**config.mk**
```make
export PLATFORM = sky130hd
export DESIGN_NAME = nfw_ctrl
export DESIGN_NICKNAME = d
export VERILOG_FILES = /design/src/logic/nfw_ctrl.v
export VERILOG_INCLUDE_DIRS = /design/src /design/src/include
export SDC_FILE = /design/constraint.sdc
export NUM_CORES = 1
export LEC_CHECK = 0
export ABC_AREA = 0
export ABC_CLOCK_PERIOD_IN_PS = 3200
export BUFFER_PORTS_ARGS = -buffer_cell sky130_fd_sc_hd__clkbuf_2
export CAP_MARGIN = 20
export CORE_ASPECT_RATIO = 0.7
export CORE_MARGIN = 2
export CORE_UTILIZATION = 49
export CTS_CLUSTER_DIAMETER = 150
export DETAILED_ROUTE_END_ITERATION = 16
export HOLD_SLACK_MARGIN = 0.02
export PLACE_DENSITY = 0.68
export SYNTH_ARGS = -nofsm -noshare
export SYNTH_HDL_FRONTEND = slang
export SYNTH_SLANG_ARGS = --single-unit
```
**constraint.sdc**
```tcl
create_clock -name ref_clk -period 3.2 [get_ports ref_clk]
set_input_delay 0 -clock ref_clk [delete_from_list [all_inputs] [get_ports ref_clk]]
set_output_delay 0 -clock ref_clk [all_outputs]
set_load 0.03 [all_outputs]
```
**src/include/nfw_regs.vh**
```
/*
 * constants for the flash control-pin front end: bus operation codes,
 * timing figures in ns for deriving cycle counts, status reset value.
 * assumes ref_clk at 25 MHz and includers that use the names below.
 */
// Overview of operation
// RULE1: host never drives output enable and write enable low together.
// RULE2: chip select low selects; output enable low reads, write enable low writes.
// RULE3: control pins decode to reset, standby, deep sleep, output disable, read, write.
// RULE4: a write ends when chip select or write enable rises, whichever first.
// RULE5: effective write pulse, later fall to earlier rise, lasts at least 40 ns.
// RULE6: before sync burst after write, 15 ns to clock and chip select toggle.
// RULE7: status read after status-changing command waits 20 ns from write enable high.
// RULE8: add 10 ns write-to-read when read config or lock state changes.
// RULE9: read data after write valid no sooner than access time plus 30 ns.
// RULE10: sync mode with running clock, write enable within 27 ns of latch event.
// RULE11: host may stop the clock during a write cycle.
// RULE12: host keeps program supply and write protect valid until success confirmed.
// RULE13: main block erase typically 0.9 s, at most 4 s.
// RULE14: reset while idle completes within 100 ns; the code counts 3 cycles of 40 ns, 120 ns.
// RULE15: reset during program or erase completes abort within 25 us.
// RULE16: host waits 150 ns after reset release before write enable low.
// RULE17: host holds sleep pin through deep sleep; low current after 40 us.
// RULE18: after deep sleep exit, host waits 75 us before chip select low.
// RULE19: sleep pin active low when polarity bit is 0.
// RULE20: wait output deasserted in async reads; low-true when polarity bit 0.
// RULE21: deep sleep needs enable bit 1 and sleep pin asserted, any order.
// RULE22: deep sleep entry resets status to 0080h, keeps config and locks.
// RULE23: write address and data captured on first rise of write enable or select.
// RULE24: host keeps select, output enable, write enable high during its reset.
`ifndef NFW_REGS_VH
`define NFW_REGS_VH

`define NFW_OP_RESET       3'h0
`define NFW_OP_STANDBY     3'h1
`define NFW_OP_SLEEP       3'h2
`define NFW_OP_OUT_DIS     3'h3
`define NFW_OP_READ        3'h4
`define NFW_OP_WRITE       3'h5
`define NFW_OP_CONFLICT    3'h6

`define NFW_CLK_NS         40
`define NFW_RST_IDLE_NS    100
`define NFW_RST_BUSY_NS    25000
`define NFW_WR_READ_NS     30
`define NFW_ACCESS_NS      96
`define NFW_SLEEP_LOW_NS   40000
`define NFW_ERASE_TYP_NS   900000000
`define NFW_ERASE_MAX_NS   4000000000

`define NFW_STATUS_RESET   16'h0080
`define NFW_STATUS_READY   16'h0080
`define NFW_STATUS_BUSY    16'h0000

`endif

```
**src/logic/nfw_ctrl.v**
```verilog
/*
 * control-pin front end of a parallel nor flash: bus operation decode,
 * write capture, reset abort timing, deep sleep entry and exit, erase timer.
 * assumes all pins are synchronous to ref_clk and the host keeps its rules.
 */
`timescale 1ns/1ps
`include "nfw_regs.vh"

module nfw_ctrl #(
    parameter AW             = 24,
    parameter DW             = 16,
    parameter RST_BUSY_CYC   = (`NFW_RST_BUSY_NS + `NFW_CLK_NS - 1) / `NFW_CLK_NS,
    parameter SLEEP_LOW_CYC  = (`NFW_SLEEP_LOW_NS + `NFW_CLK_NS - 1) / `NFW_CLK_NS,
    parameter ERASE_CYC      = `NFW_ERASE_TYP_NS / `NFW_CLK_NS
) (
    input  wire          ref_clk,
    input  wire          rst,
    input  wire          reset_n,
    input  wire          chip_sel_n,
    input  wire          out_en_n,
    input  wire          wr_en_n,
    input  wire          address_valid_n,
    input  wire          deep_sleep_pin,
    input  wire [AW-1:0] addr,
    input  wire [DW-1:0] data_in,
    input  wire [DW-1:0] rd_word,
    input  wire          sleep_pin_polarity_bit,
    input  wire          sleep_enable_bit,
    input  wire          wait_polarity_bit,
    input  wire          async_read_select_bit,
    input  wire          erase_start,
    input  wire          prog_start,
    input  wire          sync_wait_req,
    output reg  [DW-1:0] data_out,
    output reg  [DW-1:0] data_oe_n,
    output reg           wait_out,
    output reg           wait_oe_n,
    output reg  [2:0]    bus_op,
    output reg           wr_strobe,
    output reg  [AW-1:0] wr_addr,
    output reg  [DW-1:0] wr_data,
    output reg           busy,
    output reg           reset_done,
    output reg           sleep_active,
    output reg           sleep_low_power,
    output reg  [DW-1:0] status
);

    localparam CW = 32;
    localparam RST_IDLE_CYC = (`NFW_RST_IDLE_NS + `NFW_CLK_NS - 1) / `NFW_CLK_NS;
    localparam WR_RD_CYC    = (`NFW_WR_READ_NS + `NFW_ACCESS_NS + `NFW_CLK_NS - 1)
                              / `NFW_CLK_NS;

    // ****************************************
    // bus operation decode
    // ****************************************
    wire       sleep_asserted = deep_sleep_pin ^ ~sleep_pin_polarity_bit;  // RULE19
    wire       sleep_req      = sleep_enable_bit & sleep_asserted;         // RULE21
    wire       wr_active      = ~chip_sel_n & ~wr_en_n;                    // RULE2
    reg  [2:0] op_nxt;

    always @* begin
        if (!reset_n)                           // RULE3
            op_nxt = `NFW_OP_RESET;
        else if (sleep_req && chip_sel_n)       // RULE3
            op_nxt = `NFW_OP_SLEEP;
        else if (chip_sel_n)                    // RULE3
            op_nxt = `NFW_OP_STANDBY;
        else if (!out_en_n && !wr_en_n)         // RULE1
            op_nxt = `NFW_OP_CONFLICT;
        else if (!wr_en_n)                      // RULE2
            op_nxt = `NFW_OP_WRITE;
        else if (!out_en_n)                     // RULE2
            op_nxt = `NFW_OP_READ;
        else                                    // RULE3
            op_nxt = `NFW_OP_OUT_DIS;
    end

    // ****************************************
    // write capture
    // ****************************************
    reg          wr_active_r;
    reg [AW-1:0] wr_addr_hold_r;
    reg [DW-1:0] wr_data_hold_r;
    reg [CW-1:0] wr_rd_cnt_r;
    wire         wr_end = wr_active_r & ~wr_active;  // RULE4

    // run/reset/sleep state and the reset, sleep and erase counters
    localparam S_RUN   = 2'h0;
    localparam S_RESET = 2'h1;
    localparam S_SLEEP = 2'h2;
    reg [1:0]    st_r;
    reg [CW-1:0] rst_cnt_r;
    reg [CW-1:0] sleep_cnt_r;
    reg [CW-1:0] erase_cnt_r;
    reg          op_busy_r;

    always @(posedge ref_clk) begin
        if (rst) begin
            wr_active_r     <= 1'b0;
            wr_addr_hold_r  <= {AW{1'b0}};
            wr_data_hold_r  <= {DW{1'b0}};
            wr_rd_cnt_r     <= {CW{1'b0}};
            wr_strobe       <= 1'b0;
            wr_addr         <= {AW{1'b0}};
            wr_data         <= {DW{1'b0}};
            bus_op          <= `NFW_OP_RESET;
            data_out        <= {DW{1'b0}};
            data_oe_n       <= {DW{1'b1}};
            wait_out        <= 1'b0;
            wait_oe_n       <= 1'b1;
            st_r            <= S_RESET;
            rst_cnt_r       <= {CW{1'b0}};
            sleep_cnt_r     <= {CW{1'b0}};
            erase_cnt_r     <= {CW{1'b0}};
            op_busy_r       <= 1'b0;
            busy            <= 1'b0;
            reset_done      <= 1'b0;
            sleep_active    <= 1'b0;
            sleep_low_power <= 1'b0;
            status          <= `NFW_STATUS_RESET;
        end else begin
            bus_op      <= op_nxt;
            wr_active_r <= wr_active & reset_n & (st_r == S_RUN);
            // track pins while pulse is low; last value before the rise is kept
            if (wr_active) begin
                wr_addr_hold_r <= addr;
                wr_data_hold_r <= data_in;
            end
            wr_strobe <= wr_end & reset_n & (st_r == S_RUN);  // RULE23
            if (wr_end) begin                                  // RULE23
                wr_addr <= wr_addr_hold_r;
                wr_data <= wr_data_hold_r;
            end
            // read data held back after a write
            if (wr_end)
                wr_rd_cnt_r <= WR_RD_CYC;                      // RULE9
            else if (wr_rd_cnt_r != {CW{1'b0}})
                wr_rd_cnt_r <= wr_rd_cnt_r - 1'b1;

            // output drive; z only through enables
            if (op_nxt == `NFW_OP_READ && st_r == S_RUN
                    && wr_rd_cnt_r == {CW{1'b0}}) begin        // RULE9
                data_out  <= rd_word;
                data_oe_n <= {DW{1'b0}};
            end else begin                                     // RULE3
                data_out  <= {DW{1'b0}};
                data_oe_n <= {DW{1'b1}};
            end
            // wait: deasserted level is the inverse of the active polarity
            if (op_nxt == `NFW_OP_READ && st_r == S_RUN) begin
                wait_oe_n <= 1'b0;
                if (async_read_select_bit)                     // RULE20
                    wait_out <= ~wait_polarity_bit;
                else
                    wait_out <= sync_wait_req ~^ wait_polarity_bit;
            end else begin
                wait_out  <= ~wait_polarity_bit;
                wait_oe_n <= 1'b1;
            end

            // erase/program timer
            if (st_r == S_RUN && !op_busy_r && (erase_start || prog_start)) begin
                op_busy_r   <= 1'b1;
                erase_cnt_r <= ERASE_CYC;                      // RULE13
            end else if (op_busy_r && erase_cnt_r != {CW{1'b0}})
                erase_cnt_r <= erase_cnt_r - 1'b1;
            else if (op_busy_r)
                op_busy_r <= 1'b0;

            case (st_r)
                S_RUN: begin
                    reset_done <= 1'b1;
                    if (!reset_n) begin
                        st_r       <= S_RESET;
                        reset_done <= 1'b0;
                        // abort is slow only when an operation is running
                        rst_cnt_r  <= op_busy_r ? RST_BUSY_CYC : RST_IDLE_CYC;  // RULE15
                        op_busy_r  <= 1'b0;
                    end else if (sleep_req && chip_sel_n) begin          // RULE21
                        st_r        <= S_SLEEP;
                        status      <= `NFW_STATUS_RESET;                // RULE22
                        sleep_cnt_r <= SLEEP_LOW_CYC;
                        op_busy_r   <= 1'b0;
                    end
                end
                S_RESET: begin
                    reset_done <= 1'b0;
                    if (rst_cnt_r != {CW{1'b0}})
                        rst_cnt_r <= rst_cnt_r - 1'b1;                   // RULE14
                    else if (reset_n)
                        st_r <= S_RUN;
                end
                S_SLEEP: begin
                    if (sleep_cnt_r != {CW{1'b0}})
                        sleep_cnt_r <= sleep_cnt_r - 1'b1;               // RULE17
                    if (!sleep_req)
                        st_r <= S_RUN;
                end
                default: st_r <= S_RESET;
            endcase

            busy            <= op_busy_r;
            // sleep entry outranks busy: an aborted operation must not leave busy
            if (st_r == S_RUN && reset_n && sleep_req && chip_sel_n)
                status <= `NFW_STATUS_RESET;                             // RULE22
            else if (op_busy_r)
                status <= `NFW_STATUS_BUSY;
            else if (st_r == S_RUN)
                status <= `NFW_STATUS_READY;
            sleep_active    <= (st_r == S_SLEEP);
            sleep_low_power <= (st_r == S_SLEEP) && (sleep_cnt_r == {CW{1'b0}});
        end
    end

endmodule // nfw_ctrl

```
==> results.yml, run 1 <==
finish:
  drive_gt1_share_pct: 17.3
  register_area_um2: 4800
  n_antenna_cell: 0
  multiInputGateArea_um2: 5020
  fin_util_pct: 61.0
  fillers: 1871
  nets: 1483
  area_growth_pct: 22.7
  final_area_um2: 12600
drt:
  detail_route.wl_per_cell_um: 14.6
  vias: 8945
  dr.pass1.iters: 5
  post_drt_via_cell_ratio: 5.27
  route.detailed.drc: 0
  finalWirelength_um: 24800
  initialDrtViolationCount: 614
  ant_nets: 0
setup_path:
  cp-start-kind: "flop"
  crit_type: "flop to flop"
  reg2reg_setup_slack_ns: 0.23
  rr_endpoint: "wait_out"
  cp_data_arrival_time_ns: 3.37
  r2r_cells: 10
  reg2reg_from: "st_r[0]"
  worst_setup_path_end_kind: "flop"
  required_ns: 3.60
  cp_max_fo: 9
grt:
  grt_pass1_wl_um: 40600
  grt_max_degree: 63
  grt_pass1_vias: 8159
  grt_usage_pct: 21.9
  antenna_found_initial: 0
  grt_remaining_overflow: 0
logic_synthesis:
  netlist.area_leader.share_pct: 46.7
  ys_types: 76
  ys_async_sr_fraction_pct: 0
  synthCells: 1215
  yosys.area.top_type: "dfxtp_1"
  synth_common_cells: "240 x dfxtp_1, 195 x nand2_1, 131 x nor2_1"
  syn_avg_cell_area_um2: 8.48
  synth.yosys.seq_area_share_pct: 46.7
  yosysMostFrequentCell: "dfxtp_1"
  synth-seq-cells: 240
  synth_edf_count: 0
  ys_warn_count: 0
  synth.cell_area_um2: 10300
  synth.area.top_cells: "dfxtp_1 47%, nand2_1 7.1%, a21oi_1 5.7%, nor2_1 4.8%, xnor2_1 4.3%"
  synth_flop_cell: "dfxtp_1"
worst_hold_path:
  hold_path_depth: 2
  whs_endpoint: "wr_data_hold_r[11]"
  worstHoldStart: "rst"
  hold_class: "input pin to flop"
timing:
  hold_viol: 0
  worstMarginPinSlew_ns: 0.756
  max_freq_mhz: 337
  setup_tns_ns: 0
  period_share_pct: 92.8
  rsz0062_at_grt: "no"
  clock_skew_ns: 0.00722
  slew_headroom_pct: 49.3
  setup_viol_count_final: 0
  finalCriticalPeriod_ns: 2.97
  slew_violations: 0
placed_design:
  port_buffers: 152
  gp_congestion: 0.856
  dp_hpwl_um: 15900
  dpl_cell_area_um2: 11100
flow_run:
  maxCapViolCount: 0
power:
  power.switching_uw: 4110
  peakVddDrop_v: 0.000442
  p_int_uw: 7050
  power_leakage_uw: 0.00507
  cellPowerDensity_nw_per_um2: 883
  clkPwrFrac_pct: 27.1
  pwr-share-seq_pct: 34.3
  p_comb_share_pct: 38.6
  switching_share_pct: 36.8
cts:
  clkTransAtPathRegs_ns: 0.06
  cts.path.max_buffers: 3
  cts_tree: "done"
  root_buffer: "clkbuf_16"
  cts_setup_buffers: 0
  numCtsBuffers: 24
  clk_latency_ns: 0.51
  clock_sinks: 240
  htreeDepth: 1
die:
  io_pins: 169
  die_w_um: 177
  start_util_pct: 49.7
  die-area_um2: 22200
  core_area_um2: 20700
  die_h_um: 125
  num_rows: 44
outcome:
  status: "finished, final reports clean"
-- worst max-delay path, stage by stage (launching register included) --
cell and delay, ns:
dfxtp_1 0.32, inv_1 0.10, ha_1 0.34, nand2_1 0.12
buf_4 0.18, nor4b_1 0.29, buf_4 0.19, xor2_1 0.15
dlygate4sd3_1 0.56, nor2_1 0.04, dlygate4sd3_1 0.58
-- routing by layer --
layer  vias up  wire (um)  global-route usage (%)
li1       4516          -                       -
met1      4177      12100                    31.8
met2       199      10900                    33.2
met3        53       1090                    3.38
met4         0        690                    7.52
met5         -          0                       0
-- kinds of logic (layout without fill, tap and decap cells) --
group | count (synthesis) | after routing | synth area share [%]
flops | 240 | 240 | 46.7
other cells | 1 | 15 | 0.0364
fa+ha+maj | 9 | 9 | 1.09
mux | 4 | 4 | 0.401
buf+inv | 104 | 295 | 5.13
simple gates | 587 | 587 | 28.5
compound gates | 182 | 182 | 10.6
xor+xnor | 88 | 88 | 7.56
-- layout by cell type, fill, tap and decap left out, types with 27 or more instances in the layout --
cell,Yosys,routed
a21oi_1,117,117
or3_1,27,27
xor2_1,36,36
nor3_1,49,49
dlygate4sd3_1,0,64
clkbuf_2,2,151
dfxtp_1,240,240
nand2_1,195,195
nor4_1,38,38
nor2_1,131,130
xnor2_1,51,51
-- per-stage QoR --
step / instances / setup slack (ns) / hold slack (ns) / power [uW]
after floorplan: 1229 / 0.796 / 0.0767 / 7210
after global placement: 1589 / 0.500 / 0.201 / 7990
after detailed placement: 1589 / 0.410 / 0.202 / 8060
after CTS: 1696 / 0.254 / 0.0210 / 11200
after global routing: 1696 / 0.122 / 0.0460 / 11900
final: 1696 / 0.230 / 0.0424 / 11200
-- registers in the layout, indices dropped and copies added, names as in the netlist, 2 cells and up --
signal and cells:
wr_rd_cnt_r 32, sleep_cnt_r 32, rst_cnt_r 32, bus_op 3, st_r 2, wr_data 16, wr_addr 24, wr_addr_hold_r 24
wr_data_hold_r 16, data_out 16, erase_cnt_r 32
-- how the worst max path moves through the flow --
| stage | startpoint | endpoint | slack, ns | cells after the start |
|---|---|---|---|---|
| floorplan | st_r[0] | sleep_cnt_r[25] | 0.80 | 10 |
| global placement | st_r[0] | sleep_cnt_r[23] | 0.50 | 8 |
| detailed placement | st_r[0] | sleep_cnt_r[25] | 0.41 | 8 |
| CTS | st_r[0] | wait_out | 0.25 | 10 |
| global route | st_r[0] | wait_out | 0.12 | 10 |
| finish | st_r[0] | wait_out | 0.23 | 10 |
-- final cells by class --
cell class / count / area share (%)
multi-input cells: 885 / 39.7
well taps: 276 / 2.73
inverters: 17 / 0.505
clock inverters: 8 / 1.11
clock buffers: 35 / 5.65
flip-flops and latches: 240 / 38.0
repair buffers: 235 / 12.2
-- timing repair --
action	4_1_cts	5_1_grt
setup endpoints to repair	0	0
endpoints found under the hold margin	63	0
resized for setup	0	0
hold buffers	64	0
-- power by group through the flow --
stage / registers [uW] / clock network [uW] / logic, uW
finish: 3830 / 3020 / 4310
global route: 3890 / 3220 / 4840
CTS: 3820 / 3100 / 4270
detailed placement: 3880 / 0 / 4180
global placement: 3870 / 0 / 4130
floorplan: 3800 / 0 / 3410
Power figures use the tool's default switching activity.
==> inputs of run 2 (changes only) <==
--- a/config.mk
+++ b/config.mk
@@ -12,11 +12,12 @@
 export CAP_MARGIN = 20
 export CORE_ASPECT_RATIO = 0.7
 export CORE_MARGIN = 2
-export CORE_UTILIZATION = 49
+export CORE_UTILIZATION = 40
 export CTS_CLUSTER_DIAMETER = 150
 export DETAILED_ROUTE_END_ITERATION = 16
 export HOLD_SLACK_MARGIN = 0.02
-export PLACE_DENSITY = 0.68
+export MAX_ROUTING_LAYER = met4
+export PLACE_DENSITY = 0.57
 export SYNTH_ARGS = -nofsm -noshare
 export SYNTH_HDL_FRONTEND = slang
 export SYNTH_SLANG_ARGS = --single-unit
==> run 2 against run 1 <==
Net effect: cell count grew 4.0%; wire length grew 1.9%; via count shrank 0.61%; first-iteration DRC count shrank 12%; critical path depth shrank 2; fmax grew 12%; flip-flop and latch count is the same; utilization shrank 11 points; combinational power grew 2%; critical endpoint is now sleep_cnt_r[25]; largest power group unchanged.
==> results.yml, run 2 (same netlist as run 1, synthesis figures left out) <==
setup_path:
  cp_max_fo: 9
  cp_data_arrival_time_ns: 3.03
  path_cells: "inv_1 -> ha_1 -> and2_4 -> a41oi_2 -> or4b_1 -> or2_1 -> o311ai_0 -> o31ai_1"
  worst_setup_path_end_kind: "flop"
  max_stage_delay_ns: 0.58
  critPathSlowestCell: "or4b_1"
  required_ns: 3.59
  cp-start-kind: "flop"
  crit_type: "flop to flop"
die:
  die-area_um2: 27100
  num_rows: 49
  start_util_pct: 40.4
  die_w_um: 196
  die_h_um: 138
  core_area_um2: 25500
  io_pins: 169
cts:
  clk_latency_ns: 0.52
  htreeDepth: 1
  cts.path.max_buffers: 3
  clock_sinks: 240
  cts_setup_buffers: 0
  numCtsBuffers: 26
  clkTransAtPathRegs_ns: 0.06
  cts_tree: "done"
  root_buffer: "clkbuf_16"
finish:
  layout_commonest_cell: "dfxtp_1"
  register_area_um2: 4800
  area_growth_pct: 24.2
  drive_gt1_share_pct: 17.7
  fin_util_pct: 50.1
  final_area_um2: 12800
  nets: 1495
  multiInputGateArea_um2: 5020
  fillers: 2435
  layout_common_cells: "240 x dfxtp_1, 195 x nand2_1, 151 x clkbuf_2"
timing:
  worstMarginPinSlew_ns: 0.811
  hold_viol: 0
  slew_violations: 0
  period_share_pct: 82.7
  finalCriticalPeriod_ns: 2.65
  rsz0062_at_grt: "no"
  setup_tns_ns: 0
  max_freq_mhz: 378
  setup_viol_count_final: 0
  clock_skew_ns: 0.00761
  holdWs_ns: 0.0481
  slew_headroom_pct: 45.5
drt:
  post_drt_via_cell_ratio: 5.04
  route.detailed.drc: 0
  dr.pass1.iters: 5
  initialDrtViolationCount: 543
  finalWirelength_um: 25300
  detail_route.wl_per_cell_um: 14.3
  ant_nets: 0
  vias: 8890
placed_design:
  port_buffers: 152
  gp_congestion: 0.837
  dpl_cell_area_um2: 11200
  dp_hpwl_um: 16600
power:
  p_int_uw: 7000
  p_total_uw: 11200
  cellPowerDensity_nw_per_um2: 872
  p_comb_share_pct: 39.3
  clkPwrFrac_pct: 26.4
  power.switching_uw: 4150
  power_leakage_uw: 0.00513
  switching_share_pct: 37.2
  peakVddDrop_v: 0.000488
  pwr-share-seq_pct: 34.3
grt:
  grt_pass1_wl_um: 42300
  grt_pass1_vias: 8264
  antenna_found_initial: 0
  grt_usage_pct: 19.1
  grt_max_degree: 75
  grt_remaining_overflow: 0
flow_run:
  maxCapViolCount: 0
outcome:
  status: "finished, final reports clean"
worst_hold_path:
  hold_class: "input pin to flop"
## run 2: power by group through the flow
stage	clock network (uW)	logic, uW	registers (uW)
2_1_floorplan	0	3410	3800
3_3_place_gp	0	4240	3870
3_5_place_dp	0	4270	3870
4_1_cts	3030	4370	3820
5_1_grt	3140	4930	3890
6_report	2940	4390	3820
## run 2: per-stage QoR
step                      worst slack, ns  std cells
after floorplan                     0.796       1229
after global placement              0.610       1648
after detailed placement            0.576       1648
after CTS                           0.560       1763
after global routing                0.345       1763
final                               0.554       1764
## run 2: final cells by class
type                            instances  area share, %
Multi-Input combinational cell        885           39.2
Antenna cell                            1         0.0196
Clock inverter                          4          0.157
Inverter                               17          0.499
Tap cell                              331           3.24
Clock buffer                           41           6.48
Timing Repair Buffer                  245           12.8
Sequential cell                       240           37.6
## run 2: routing by layer
| metal | track usage (%) | vias up | share of wire [%] |
|---|---|---|---|
| li1 | - | 4543 | - |
| met1 | 26.8 | 4149 | 50 |
| met2 | 28.8 | 154 | 44 |
| met3 | 2.56 | 44 | 3.6 |
| met4 | 5.66 | 0 | 2.7 |
| met5 | - | - | 0 |
## run 2: path summary, 6_finish.rpt
| kind | end | slack (ns) | startpoint | depth (start not counted) |
|---|---|---|---|---|
| setup / recovery | sleep_cnt_r[25] | 0.55 | st_r[0] | 8 |
| hold / removal | status[7] | 0.05 | sleep_enable_bit | 3 |
| setup reg to reg | sleep_cnt_r[25] | 0.55 | st_r[0] | 8 |
| hold reg to reg | wr_addr[22] | 0.45 | wr_addr_hold_r[22] | 2 |
## run 2: repair_timing
action	4_1_cts	5_1_grt
endpoints found under the hold margin	85	0
hold buffers	70	0
resized for setup	0	0
## run 2: critical path, delay by kind of cell, from the launching register on
family | cells | cell delay (ns)
flops | 1 | 0.31
fa+ha+maj | 1 | 0.34
compound gates | 3 | 0.63
simple gates | 3 | 1.13
buf+inv | 1 | 0.10
